--- src/rtl/mfar_pkg.sv ---
/*
  Constants shared by the multi-I/O array read path of the serial flash:
  opcodes, address span, mode field code and dummy count coding.
  Assumes a 40 MHz system clock that oversamples the host serial clock.
*/
package mfar_pkg;

  // ----------------------------------------------------------------
  // Opcodes and codes
  // ----------------------------------------------------------------
  localparam logic [7:0] MFAR_OP_DUAL = 8'h3b;
  localparam logic [7:0] MFAR_OP_QUAD = 8'h6b;
  localparam logic [7:0] MFAR_OP_XIP = 8'heb;
  localparam logic [7:0] MFAR_OP_XIP_ALIGNED = 8'he7;
  // Mode field value that keeps continuous read mode; any other value leaves it.
  localparam logic [7:0] MFAR_MODE_CONTINUE = 8'ha5;

  // ----------------------------------------------------------------
  // Array span and phase lengths
  // ----------------------------------------------------------------
  localparam int MFAR_ADDR_W = 24;
  localparam logic [23:0] MFAR_ADDR_TOP = 24'h1fffff;
  localparam logic [23:0] MFAR_ADDR_BOTTOM = 24'h000000;
  localparam logic [6:0] MFAR_OPCODE_CLKS = 7'h08;
  localparam logic [6:0] MFAR_SER_ADDR_CLKS = 7'h18;
  localparam logic [6:0] MFAR_QUAD_ADDR_CLKS = 7'h06;
  localparam logic [6:0] MFAR_DUMMY_BYTE_CLKS = 7'h08;
  localparam logic [6:0] MFAR_MODE_CLKS = 7'h02;
  localparam logic [2:0] MFAR_DC_MAX = 3'h4;

  typedef enum logic [2:0] {
    MFAR_IDLE = 3'b000,
    MFAR_OPC = 3'b001,
    MFAR_ADDR = 3'b010,
    MFAR_DUMMY = 3'b011,
    MFAR_DATA = 3'b100,
    MFAR_IGNORE = 3'b101
  } mfar_state_t;

  typedef enum logic [1:0] {
    MFAR_K_DUAL = 2'b00,
    MFAR_K_QUAD = 2'b01,
    MFAR_K_XIP = 2'b10
  } mfar_kind_t;

endpackage

--- src/rtl/mfar_read.sv ---
/*
  Multi-I/O array read path of a serial flash slave: dual output, quad
  output and quad-address execute-in-place reads with a wrapping counter.
  Assumes the host serial clock is at most an eighth of CLK_I, SPI mode 0,
  and that array data arrives one cycle after ARRAY_ADDR_O changes.
*/
`timescale 1ns/1ps

module mfar_read import mfar_pkg::*; (
  input wire logic CLK_I,
  input wire logic RESETN_I,
  input wire logic CSN_I,
  input wire logic SCK_I,
  input wire logic [3:0] IO_I,
  output logic [3:0] IO_O,
  output logic [3:0] IO_OE_O,
  input wire logic QUAD_ENABLE_BIT_I,
  input wire logic ALIGNED_ADDRESS_SELECT_I,
  input wire logic [2:0] DUMMY_COUNT_FIELD_I,
  output logic [23:0] ARRAY_ADDR_O,
  input wire logic [7:0] ARRAY_DATA_I,
  output logic XIP_ACTIVE_O,
  output logic BUSY_O
);

  typedef struct packed {
    logic [1:0] csn_s;
    logic [1:0] sck_s;
    logic [7:0] io_s;
    logic sck_last;
    mfar_state_t state;
    mfar_kind_t kind;
    logic [6:0] cnt;
    logic [7:0] shift;
    logic [23:0] addr;
    logic [7:0] mode;
    logic [7:0] dout;
    logic [1:0] slot;
    logic execute_in_place_read;
    logic aligned;
    logic [3:0] io;
    logic [3:0] oe;
    logic busy;
  } mfar_regs_t;

  mfar_regs_t r_q, r_d;
  logic cs_on, rise, fall;
  logic [3:0] pin;
  logic [6:0] dummy_clks;
  logic [7:0] op_byte;
  mfar_kind_t op_kind;
  logic op_ok;
  logic op_aligned;
  logic [3:0] slot_io;
  logic [3:0] slot_oe;
  logic [1:0] slot_next;
  logic slot_last;

  // ----------------------------------------------------------------
  // Opcode decode
  // ----------------------------------------------------------------
  // The byte is decoded as it will stand after the current rising edge,
  // so the phase can change on the edge that completes the opcode.
  always_comb begin
    op_byte = {r_q.shift[6:0], pin[0]};
    op_kind = MFAR_K_DUAL;
    op_ok = 1'b0;
    op_aligned = 1'b0;
    if (op_byte == MFAR_OP_DUAL) begin
      op_kind = MFAR_K_DUAL;
      op_ok = 1'b1;
    end else if (op_byte == MFAR_OP_QUAD) begin
      op_kind = MFAR_K_QUAD;
      op_ok = QUAD_ENABLE_BIT_I;
    end else if (op_byte == MFAR_OP_XIP) begin
      op_kind = MFAR_K_XIP;
      op_ok = 1'b1;
    end else if (op_byte == MFAR_OP_XIP_ALIGNED) begin
      op_kind = MFAR_K_XIP;
      op_ok = 1'b1;
      op_aligned = 1'b1;
    end
  end

  // ----------------------------------------------------------------
  // Dummy phase length
  // ----------------------------------------------------------------
  always_comb begin
    // Codes above the top one clamp to the longest phase rather than run on.
    if (DUMMY_COUNT_FIELD_I > MFAR_DC_MAX) begin
      dummy_clks = 7'({MFAR_DC_MAX, 1'b0}) + MFAR_MODE_CLKS;
    end else begin
      dummy_clks = 7'({DUMMY_COUNT_FIELD_I, 1'b0}) + MFAR_MODE_CLKS;
    end
  end

  // ----------------------------------------------------------------
  // Output slot
  // ----------------------------------------------------------------
  // Dual bytes take four slots and quad bytes two; the slot counter picks
  // which bits of the held byte go out on the next falling edge.
  always_comb begin
    slot_io = 4'h0;
    slot_oe = 4'h0;
    slot_next = 2'h0;
    slot_last = 1'b0;
    case (r_q.kind)
      MFAR_K_DUAL: begin
        slot_oe = 4'h3;
        case (r_q.slot)
          2'h0: begin
            slot_io = {2'b00, r_q.dout[7:6]};
          end
          2'h1: begin
            slot_io = {2'b00, r_q.dout[5:4]};
          end
          2'h2: begin
            slot_io = {2'b00, r_q.dout[3:2]};
          end
          default: begin
            slot_io = {2'b00, r_q.dout[1:0]};
          end
        endcase
        slot_next = r_q.slot + 2'h1;
        slot_last = (r_q.slot == 2'h3);
      end
      default: begin
        // Quad output and the quad-address read share the four-line format.
        slot_oe = 4'hf;
        if (r_q.slot[0]) begin
          slot_io = r_q.dout[3:0];
        end else begin
          slot_io = r_q.dout[7:4];
        end
        slot_next = {1'b0, ~r_q.slot[0]};
        slot_last = r_q.slot[0];
      end
    endcase
  end

  // ----------------------------------------------------------------
  // Next state
  // ----------------------------------------------------------------
  always_comb begin
    r_d = r_q;
    r_d.csn_s = {r_q.csn_s[0], CSN_I};
    r_d.sck_s = {r_q.sck_s[0], SCK_I};
    r_d.io_s = {r_q.io_s[3:0], IO_I};
    r_d.sck_last = r_q.sck_s[1];
    cs_on = !r_q.csn_s[1];
    rise = r_q.sck_s[1] && !r_q.sck_last;
    fall = !r_q.sck_s[1] && r_q.sck_last;
    pin = r_q.io_s[7:4];
    r_d.busy = cs_on;
    if (!cs_on) begin
      // Release may come mid-byte; the output drivers let go at once.
      r_d.state = MFAR_IDLE;
      r_d.oe = 4'h0;
      r_d.cnt = 7'h00;
    end else begin
      case (r_q.state)
        MFAR_IDLE: begin
          r_d.cnt = 7'h00;
          if (r_q.execute_in_place_read) begin
            r_d.kind = MFAR_K_XIP;
            r_d.state = MFAR_ADDR;
          end else begin
            r_d.state = MFAR_OPC;
          end
        end
        MFAR_OPC: begin
          if (rise) begin
            r_d.shift = op_byte;
            r_d.cnt = r_q.cnt + 7'h01;
            if (r_q.cnt == MFAR_OPCODE_CLKS - 7'h01) begin
              r_d.cnt = 7'h00;
              r_d.kind = op_kind;
              r_d.aligned = op_aligned;
              // Refused opcodes wait out the frame with every pin released.
              if (op_ok) begin
                r_d.state = MFAR_ADDR;
              end else begin
                r_d.state = MFAR_IGNORE;
              end
            end
          end
        end
        MFAR_ADDR: begin
          if (rise) begin
            r_d.cnt = r_q.cnt + 7'h01;
            if (r_q.kind == MFAR_K_XIP) begin
              r_d.addr = {r_q.addr[19:0], pin[3], pin[2], pin[1], pin[0]};
              if (r_q.cnt == MFAR_QUAD_ADDR_CLKS - 7'h01) begin
                // Aligned when E7h, or EBh with the aligned select bit set.
                if (r_q.aligned || ALIGNED_ADDRESS_SELECT_I) begin
                  r_d.addr[1:0] = 2'b00;
                end
                r_d.cnt = 7'h00;
                r_d.mode = 8'h00;
                r_d.state = MFAR_DUMMY;
              end
            end else begin
              r_d.addr = {r_q.addr[22:0], pin[0]};
              if (r_q.cnt == MFAR_SER_ADDR_CLKS - 7'h01) begin
                r_d.cnt = 7'h00;
                r_d.state = MFAR_DUMMY;
                if (r_q.kind == MFAR_K_DUAL) begin
                  r_d.oe = 4'h0;
                end
              end
            end
          end
        end
        MFAR_DUMMY: begin
          r_d.slot = 2'h0;
          r_d.dout = ARRAY_DATA_I;
          if (rise) begin
            r_d.cnt = r_q.cnt + 7'h01;
            if (r_q.kind == MFAR_K_XIP) begin
              if (r_q.cnt < MFAR_MODE_CLKS) begin
                r_d.mode = {r_q.mode[3:0], pin};
              end
              if (r_q.cnt == dummy_clks - 7'h01) begin
                r_d.state = MFAR_DATA;
                r_d.execute_in_place_read = (r_d.mode == MFAR_MODE_CONTINUE);
              end
            end else if (r_q.cnt == MFAR_DUMMY_BYTE_CLKS - 7'h01) begin
              r_d.state = MFAR_DATA;
            end
          end
        end
        MFAR_DATA: begin
          // Pins change on the falling edge so the host samples on the rising one.
          if (fall) begin
            r_d.oe = slot_oe;
            r_d.io = slot_io;
            r_d.slot = slot_next;
            if (slot_last) begin
              r_d.dout = ARRAY_DATA_I;
            end
            if (r_q.slot == 2'h0) begin
              // Advance as the byte starts so the next one is ready in time.
              r_d.addr = (r_q.addr == MFAR_ADDR_TOP) ? MFAR_ADDR_BOTTOM : r_q.addr + 24'h000001;
            end
          end
        end
        default: begin
          r_d.oe = 4'h0;
        end
      endcase
    end
  end

  // ----------------------------------------------------------------
  // Registers
  // ----------------------------------------------------------------
  always_ff @(posedge CLK_I or negedge RESETN_I) begin
    if (!RESETN_I) begin
      r_q <= '{
        csn_s: 2'b11,
        sck_s: 2'b00,
        io_s: 8'h00,
        sck_last: 1'b0,
        state: MFAR_IDLE,
        kind: MFAR_K_DUAL,
        cnt: 7'h00,
        shift: 8'h00,
        addr: 24'h000000,
        mode: 8'h00,
        dout: 8'h00,
        slot: 2'h0,
        execute_in_place_read: 1'b0,
        aligned: 1'b0,
        io: 4'h0,
        oe: 4'h0,
        busy: 1'b0
      };
    end else begin
      r_q <= r_d;
    end
  end

  // ----------------------------------------------------------------
  // Outputs
  // ----------------------------------------------------------------
  // Pin values and enables come straight from registers, so no glitch reaches the pads.
  assign IO_O = r_q.io;
  assign IO_OE_O = r_q.oe;
  assign ARRAY_ADDR_O = r_q.addr;
  assign XIP_ACTIVE_O = r_q.execute_in_place_read;
  assign BUSY_O = r_q.busy;

endmodule

--- config.mk ---
export PLATFORM = sky130hd
export DESIGN_NAME = mfar_read
export DESIGN_NICKNAME = d
export VERILOG_FILES = /design/src/rtl/mfar_pkg.sv /design/src/rtl/mfar_read.sv
export SDC_FILE = /design/constraint.sdc
export NUM_CORES = 1
export LEC_CHECK = 0
export BUFFER_PORTS_ARGS = -buffer_cell sky130_fd_sc_hd__buf_2
export CAP_MARGIN = 20
export CORE_MARGIN = 5
export CORE_UTILIZATION = 50
export CTS_CLUSTER_DIAMETER = 40
export DETAILED_ROUTE_END_ITERATION = 10
export GPL_ROUTABILITY_DRIVEN = 0
export PLACE_DENSITY = 0.79
export SYNTH_ARGS = -nofsm -noshare
export SYNTH_HDL_FRONTEND = slang
export SYNTH_SLANG_ARGS = --single-unit
--- constraint.sdc ---
create_clock -name CLK_I -period 4.3 [get_ports CLK_I]
set_input_delay 1.29 -clock CLK_I [delete_from_list [all_inputs] [get_ports CLK_I]]
set_output_delay 1.29 -clock CLK_I [all_outputs]
set_load 0.01 [all_outputs]
# Yosys cells after proc, flatten, opt, wreduce, memory -nomap -nowiden
# Index checks and enable logic that the tools add are counted.
[word_totals]
register_bits = 86
inputBits = 21
output_inout_bits = 34
[op_classes]
n_lt_le_gt_ge = 2
bitwise_logic = 2
n_mux = 68
add_sub_neg = 5
eq_ne = 42
n_reduce_logical = 27
[op_table]
columns = ["cell", "n"]
rows = [
  ["$mux W24", 4],
  ["$mux W8", 9],
  ["$pmux W24 S2", 1],
  ["$mux W7", 6],
  ["$mux W4", 9],
  ["$mux W32", 1],
  ["$mux W3", 10],
  ["$pmux W7 S4", 1],
  ["$add A24 B1 Y24 const B", 1],
  ["$eq A24 B21 Y1 const B", 1],
  ["$eq A8 B8 Y1 const B", 3],
  ["$ne A3 B3 Y1 const B", 8],
  ["$ne A2 B2 Y1 const B", 11],
  ["$mux W10", 2],
  ["$mux W20", 1],
  ["$pmux W10 S2", 1],
  ["$mux W2", 8],
  ["$ne A4 B4 Y1 const B", 4],
  ["$pmux W8 S2", 1],
  ["$reduce_and A5 Y1", 3],
  ["$eq A7 B3 Y1 const B", 2],
  ["$mux W12", 1],
  ["$pmux W3 S4", 1],
  ["$pmux W4 S3", 1],
  ["34 further kinds", 56],
]

# Depth between registers and ports, before layout
# Gate-level depths: netlist of the first run.
[depth]
depth_word = 10
mapped_depth = 9
mapped_depth_nobuf = 8

# Worst setup path after synthesis of the first run
# No wires, ideal clock.
[synth_path]
path_kind = "input to register"
startpoint = "in DUMMY_COUNT_FIELD_I[0]"
endpoint = "reg r_q[72] in the netlist's numbering"
t_arrival_ns = 2.767
setup_time_ns = 0.122
t_required_ns = 4.178
slack_ns = 1.412
path_stages = 8
path_cell_list = "inv_1 -> ha_1 -> nor2b_1 -> xor2_1 -> mux2i_1 -> xor2_1 -> a211o_1 -> a32o_1"
[synth_via]
elab_chain_len = 6
word_cells_on_any_way = 7
classes_between = "2 x add/sub; 1 x order compare; 2 x eq/ne; 1 x mux; 1 x reduce/logical"
[synth_lines]
columns = ["item", "line", "rtl"]
rows = [
  ["start: declaration", "mfar_read.sv:19", "input wire logic [2:0] DUMMY_COUNT_FIELD_I,"],
  ["$add A4 B2 Y5 or $gt A3 B3 Y1 (tied branches)", "mfar_read.sv:93, mfar_read.sv:90", ""],
  ["$mux W5 (*)", "mfar_read.sv:90", "if (DUMMY_COUNT_FIELD_I > MFAR_DC_MAX) begin"],
  ["$sub A7 B1 Y7 (*)", "mfar_read.sv:223", "if (r_q.cnt == dummy_clks - 7'h01) begin"],
  ["$eq A7 B7 Y1 (*)", "mfar_read.sv:223", ""],
  ["$ne A4 B4 Y1 (no line) (*)", "--", ""],
  ["$reduce_and A9 Y1 (no line) (*)", "--", ""],
  ["end signal: assignment", "mfar_read.sv:259", "r_q <= '{"],
  ["end signal: assignment", "mfar_read.sv:279", "r_q <= r_d;"],
  ["end: declaration", "mfar_read.sv:46", "mfar_regs_t r_q, r_d;"],
]
# Every way passes the cells marked *; elsewhere a longest branch is shown, timed or not.
# A chain may end at the register's enable or synchronous reset.

# Final worst setup path of the first run
[layout_path]
startpoint = "reg r_q (netlist bit ARRAY_ADDR_O[0])"
endpoint = "reg r_q (netlist bit ARRAY_ADDR_O[7])"
[layout_via]
elab_chain_len = 5
word_cells_on_any_way = 6
classes_between = "1 x add/sub; 1 x eq/ne; 4 x mux"
[layout_lines]
columns = ["item", "line", "rtl"]
rows = [
  ["$add A24 B1 Y24 or $eq A24 B21 Y1 (tied branches)", "mfar_read.sv:243", "r_d.addr = (r_q.addr == MFAR_ADDR_TOP) ? MFAR_ADDR_BOTTOM : r_q.addr + 24'h000001;"],
  ["$mux W24 (*)", "mfar_read.sv:243", ""],
  ["$mux W24 (*)", "mfar_read.sv:241", "if (r_q.slot == 2'h0) begin"],
  ["$mux W24 (*)", "mfar_read.sv:234", "if (fall) begin"],
  ["$pmux W24 S2 (*)", "mfar_read.sv:161", "case (r_q.state)"],
]
# Every way passes the cells marked *; elsewhere a longest branch is shown, timed or not. The select of a mux whose other input is x is not followed.

==> flow_summary_export.csv, run 1 <==
group,metric,value,unit
global_route,grt_util_all_layers,19.34,%
sta,hold_ws,0.3505,ns
clocking,holdBufCountCts,0,
cells_and_area,nFillCells,897,
cells_and_area,synthToLayoutAreaGrowth,7.265,%
floorplan,coreArea,9729,um^2
route,drc,0,
global_route,grt_pass1_vias,3929,
clocking,clk_pin_slew,0.08,ns
route,antenna_left,0,
synthesis,syn_area,4977,um^2
floorplan,chipWidth,109.8,um
clocking,clock-sinks,83,
global_route,grt_max_degree,84,
sta,finalMaxSlewViolations,0,
placement,io_buffers,54,
worst_setup_path,r2r_start,"ARRAY_ADDR_O[0]",
floorplan,die_y,109.8,um
worst_setup_path,cp_max_fo,14,
min_path,hold_class,"reg -> reg",
synthesis,yosysWarnings,0,
synthesis,postSynthAreaPerCell,9.083,um^2
synthesis,synth_cells,548,
route,routed_wirelength,11380,um
route,viasPerCell,5.976,
worst_setup_path,r2r-end,"ARRAY_ADDR_O[7]",
worst_setup_path,cp_data_arrival_time,3.01,ns
route,drt_iter0_drc,277,
synthesis,synth_cell_types,72,
sta,rsz0062_at_grt,"false",
synthesis,seq_area_frac_synth,41.78,%
flow_run,cap_viol_max_count,0,
global_route,gr-usage-met1,25.02,%
worst_setup_path,crit_start,"ARRAY_ADDR_O[0]",
synthesis,synth.area.top_cells,"dfrtp_1, buf_4, o21ai_0",
clocking,cts-resized-gates,0,
power_and_ir_drop,leakage,2.312,nW
global_route,antenna_found_initial,0,
power_and_ir_drop,max-vdd-ir-drop,0.1961,mV
sta,fin_tns_setup,0,ns
min_path,hold_depth,0,
sta,slew_headroom,24.00,%
worst_setup_path,r2r_setup_slack,1.52,ns
sta,layout_min_cycle_time,2.780,ns
cells_and_area,diodes,0,
global_route,gr-usage-met3,4.228,%
synthesis,ys.flop_type,"dfrtp_1",
clocking,cts_buffers,9,
synthesis,synth_edf_count,0,
synthesis,synth_top_area_share,40.72,%
clocking,clk-insertion-delay-late,0.35,ns
clocking,cts_tree,"yes",
sta,finalClockSkew,0.01010,ns
global_route,grt_overflow_total,0,
synthesis,yosys.area.top_type,"dfrtp_1",
cells_and_area,ff_latch_area,2079,um^2
worst_setup_path,crit_type,"reg -> reg",
clocking,htreeDepth,3,
floorplan,initial_core_util,51.16,%
placement,hpwl,7860,um
clocking,post-cts-setup-buffers,0,
min_path,hold_start,"r_d[81]",
cells_and_area,finish.utilization,54.87,%
global_route,grt_pass1_wl,18570,um
synthesis,synth_fp_nets,578,
worst_setup_path,end_kind,"register",
power_and_ir_drop,p_per_area,385.6,nW/um^2
sta,fmax,359.7,MHz
cells_and_area,layout.nets,592,
synthesis,synth_most_common_cell,"dfrtp_1",
route,first_pass_iters,5,
route,vias,4183,
cells_and_area,multiInputGateArea,2464,um^2
floorplan,ios,55,
worst_setup_path,worst_r2r_path_depth,8,
sta,finalSetupViolations,0,
worst_setup_path,required,4.53,ns
global_route,gr-max-usage-layer,"met2",
worst_setup_path,worstSetupStartpointType,"register",
sta,finalCritPeriodShare,64.65,%
cells_and_area,drive_gt1_share,18.52,%
clocking,clock-root-buffer,"clkbuf_8",
sta,hold_viol,0,
status,status,"finished, final reports clean",
power_and_ir_drop,total_power,2.059,mW
synthesis,async_flop_share,100.0,%
synthesis,ys_ff_latch,83,
floorplan,rows,36,
clocking,clockBufferDepth,2,
synthesis,netlist_top_cells_count,"dfrtp_1, nand2_1, o21ai_0, nor2_1, a21oi_1",
min_path,hold_end,"pin[3]",
global_route,gr-usage-met2,31.82,%
route,avgRoutedWirePerCell,16.26,um
floorplan,die_area,12050,um^2
sta,tightestPinTransition,1.131,ns
-- stage by stage --
step           setup slack (ns)  cells  cell area (um^2)
2_1_floorplan             1.412    548              4977
3_5_place_dp              1.157    681              5084
6_report                  1.520    700              5339
5_1_grt                   1.399    700              5339
4_1_cts                   1.495    697              5279
3_3_place_gp              1.228    681              5084
-- layout make-up --
type	count	area share, %
clock buffer	12	2.719
multi-input combinational	387	46.14
clock inverter	4	0.9374
inverter	21	1.476
timing repair buffer	60	6.656
tap	133	3.117
sequential	83	38.95
-- cells by family (layout without fill, tap and decap cells) --
family                     after synthesis  in the layout  synth area share, %
buffers and inverters                   78             97                8.899
and+or+nand+nor                        186            186                19.08
xor gates and xnor gates                 8              8                1.408
DFF                                     83             83                41.78
AOI/OAI and AO/OA                      156            156                20.49
adders and majority gates                9              9                2.262
muxes                                   28             28                6.083
-- power breakdown --
| part | switching [mW] | leakage, nW | internal (mW) |
|---|---|---|---|
| Sequential | 0.148 | 1.09 | 0.886 |
| Combinational | 0.243 | 1.13 | 0.216 |
| Clock | 0.282 | 0.0926 | 0.284 |
| Total | 0.673 | 2.31 | 1.39 |
-- cell usage in the layout (no fill, tap or decap), types with 4 or more instances in the layout --
cell and instances:
nor2_1 41, and3_1 9, o211ai_1 7, o21ai_0 49
buf_2 53, nor4bb_1 4, nand2b_1 6, mux2i_1 10
dfrtp_1 81, a21oi_1 35, nor3_1 12, xnor2_1 4
ha_1 9, clkbuf_8 10, buf_4 4, nand4_1 4
nor4_1 6, nor2b_1 4, nand2_1 58, xor2_1 4
a31oi_1 10, nand3_1 16, o221ai_1 4, inv_1 20
o22ai_1 5, mux2_2 18, a22o_1 11
-- worst max path at each step --
stage / to / slack, ns / cells past startpoint
floorplan: r_q[72] / 1.41 / 8
global placement: r_q[72] / 1.23 / 9
detailed placement: r_q[72] / 1.16 / 9
CTS: ARRAY_ADDR_O[7] / 1.50 / 8
global route: ARRAY_ADDR_O[7] / 1.40 / 8
finish: ARRAY_ADDR_O[7] / 1.52 / 8
-- flip-flops by register name, indices dropped and copies added (netlist names) --
| signal | flops |
|---|---|
| IO_OE_O | 2 |
| BUSY_O | 1 |
| XIP_ACTIVE_O | 1 |
| r_d | 7 |
| op_byte | 8 |
| r_q | 33 |
| pin | 3 |
| IO_O | 4 |
| ARRAY_ADDR_O | 24 |
-- critical path: stages (launching register included) --
cell	delay (ns)
dfrtp_1	0.49
ha_1	0.26
nand2_1	0.14
or3_4	0.46
o31ai_4	0.58
buf_4	0.31
and2b_1	0.19
o21ai_0	0.12
o21ai_0	0.11
-- per-layer routing --
metal / vias up / wire [um]
met3: 15 / 758
met5: - / 0
li1: 1995 / -
met2: 177 / 5575
met1: 1996 / 4899
met4: 0 / 150
(Power assumes the default switching activity.)
==> inputs of run 2 (changes only) <==
Settings changed: PLACE_DENSITY 0.79 to 0.81.
Clock period 4.3 ns to 2.46 ns, I/O delays scaled along.
==> run 2 against run 1 <==
Worst hold slack got worse by 0.030 ns. Cell area rose by 3.4%. Sequential share of layout area down 1.3 points. Sequential power rose by 71%. Power increased by 79%. Clock power is 77% higher. Register-to-register slack lost 1.4 ns. Non-clock buffer count up 26. Critical path depth shrank 1. Setup slack worse by 1.4 ns. First-iteration DRC count up 29%. Combinational power grew 100%. Critical path type unchanged.
==> flow_summary_export.csv, run 2 (synthesis results as in run 1) <==
group,metric,value,unit
clocking,cts_buffers,9,
global_route,antenna_found_initial,0,
cells_and_area,drive_gt1_share,22.77,%
route,first_pass_iters,7,
floorplan,rows,36,
floorplan,initial_core_util,51.16,%
cells_and_area,top_register,"r_q",
worst_setup_path,crit_type,"reg -> reg",
cells_and_area,diodes,0,
cells_and_area,layout_common_cells,"dfrtp_1, nand2_1, buf_2, o21ai_0, nor2_1",
placement,hpwl,8677,um
clocking,clk-insertion-delay-late,0.36,ns
sta,finalSetupViolations,0,
global_route,grt_max_degree,41,
clocking,cts_tree,"yes",
placement,place_area,5301,um^2
cells_and_area,largest_reg_flops,33,
worst_setup_path,crit_family,"compound AO/OA/AOI/OAI gates",
clocking,htreeDepth,3,
sta,layout_min_cycle_time,2.322,ns
floorplan,ios,55,
status,status,"finished, final reports clean",
sta,hold_viol,0,
clocking,clk_pin_slew,0.09,ns
route,drc,0,
worst_setup_path,crit_slowest_cell,"dfrtp_1",
cells_and_area,layout.nets,618,
power_and_ir_drop,p_per_area,668.6,nW/um^2
worst_setup_path,cp_max_fo,6,
worst_setup_path,required,2.73,ns
worst_setup_path,cp_data_arrival_time,2.60,ns
clocking,post-cts-setup-buffers,0,
sta,fmax,430.7,MHz
cells_and_area,finish.utilization,56.74,%
clocking,clock-sinks,83,
power_and_ir_drop,max-vdd-ir-drop,0.3117,mV
worst_setup_path,cp_num_buf_inv,0,
cells_and_area,fin_area,5520,um^2
flow_run,cap_viol_max_count,0,
global_route,grt_util_all_layers,21.04,%
sta,finalMaxSlewViolations,0,
power_and_ir_drop,leakage,2.435,nW
floorplan,die_y,109.8,um
worst_setup_path,end_kind,"register",
power_and_ir_drop,total_power,3.691,mW
worst_setup_path,worstSetupStartpointType,"register",
sta,finalClockSkew,0.01430,ns
floorplan,coreArea,9729,um^2
floorplan,die_area,12050,um^2
route,vias,4382,
sta,slew_headroom,63.72,%
global_route,grt_pass1_vias,4278,
placement,io_buffers,54,
min_path,hold_class,"in -> async",
global_route,grt_pass1_wl,20190,um
clocking,clock-root-buffer,"clkbuf_8",
cells_and_area,synthToLayoutAreaGrowth,10.91,%
clocking,clockBufferDepth,2,
sta,rsz0062_at_grt,"true",
sta,tightestPinTransition,0.5442,ns
global_route,grt_overflow_total,0,
route,drt_iter0_drc,356,
route,viasPerCell,6.036,
worst_setup_path,path_cells,"ha_1 -> nand4bb_1 -> o311ai_2 -> o211ai_1 -> a2111o_1 -> a221o_1 -> o221ai_1",
route,antenna_left,0,
sta,fin_tns_setup,0,ns
sta,finalCritPeriodShare,94.37,%
route,avgRoutedWirePerCell,16.42,um
cells_and_area,final_common_cell,"dfrtp_1",
worst_setup_path,max_stage_delay,0.43,ns
floorplan,chipWidth,109.8,um
route,routed_wirelength,11920,um
[run 2: path summary, 6_finish.rpt]
path	from	endpoint	slack, ns	cells past startpoint
min	RESETN_I	r_q[28]	0.32	1
min in group CLK_I	r_d[81]	pin[3]	0.35	0
min reg2reg	r_d[81]	pin[3]	0.35	0
max reg2reg	r_q[61]	r_q[70]	0.14	7
max in group asynchronous	RESETN_I	r_q[67]	1.44	2
max	r_q[61]	r_q[70]	0.14	7
[run 2: stage by stage]
step                instances  setup WS (ns)  hold WS, ns
global route              726       -0.02636       0.3564
global placement          710       -0.04915       0.3338
floorplan                 548         0.1239       0.3312
detailed placement        710        -0.1593       0.3355
CTS                       726         0.1086       0.3310
finish                    726         0.1385       0.3204
[run 2: timing repair]
item | 4_1_cts | 5_1_grt
resized for setup | 0 | 4
endpoints found under the setup margin | 0 | 3
hold buffers | 0 | 0
endpoints found under the hold margin | 0 | 0
[run 2: power by group]
part | switching, mW | total [mW] | internal, mW | leakage, nW
Sequential | 0.211 | 1.76 | 1.55 | 1.09
Combinational | 0.502 | 0.930 | 0.428 | 1.25
Clock | 0.526 | 1.00 | 0.476 | 0.0998
Total | 1.24 | 3.69 | 2.45 | 2.44
[run 2: area by class of cell]
class                      instances  area [um^2]
clock buffer                       9        123.9
clock inverter                     7        77.57
inverter                          21        78.83
multi-input combinational        387         2477
sequential                        83         2079
tap                              133        166.4
fill                             887         4209
timing repair buffer              86        516.7
[run 2: per-layer routing]
layer | up-vias | global-route usage, % | part of all wire [%]
met3 | 31 | 3.230 | 5.8
met4 | 0 | 9.973 | 2.8
met1 | 2125 | 27.08 | 42
met2 | 182 | 34.74 | 49
li1 | 2044 | - | -
met5 | - | 0 | 0
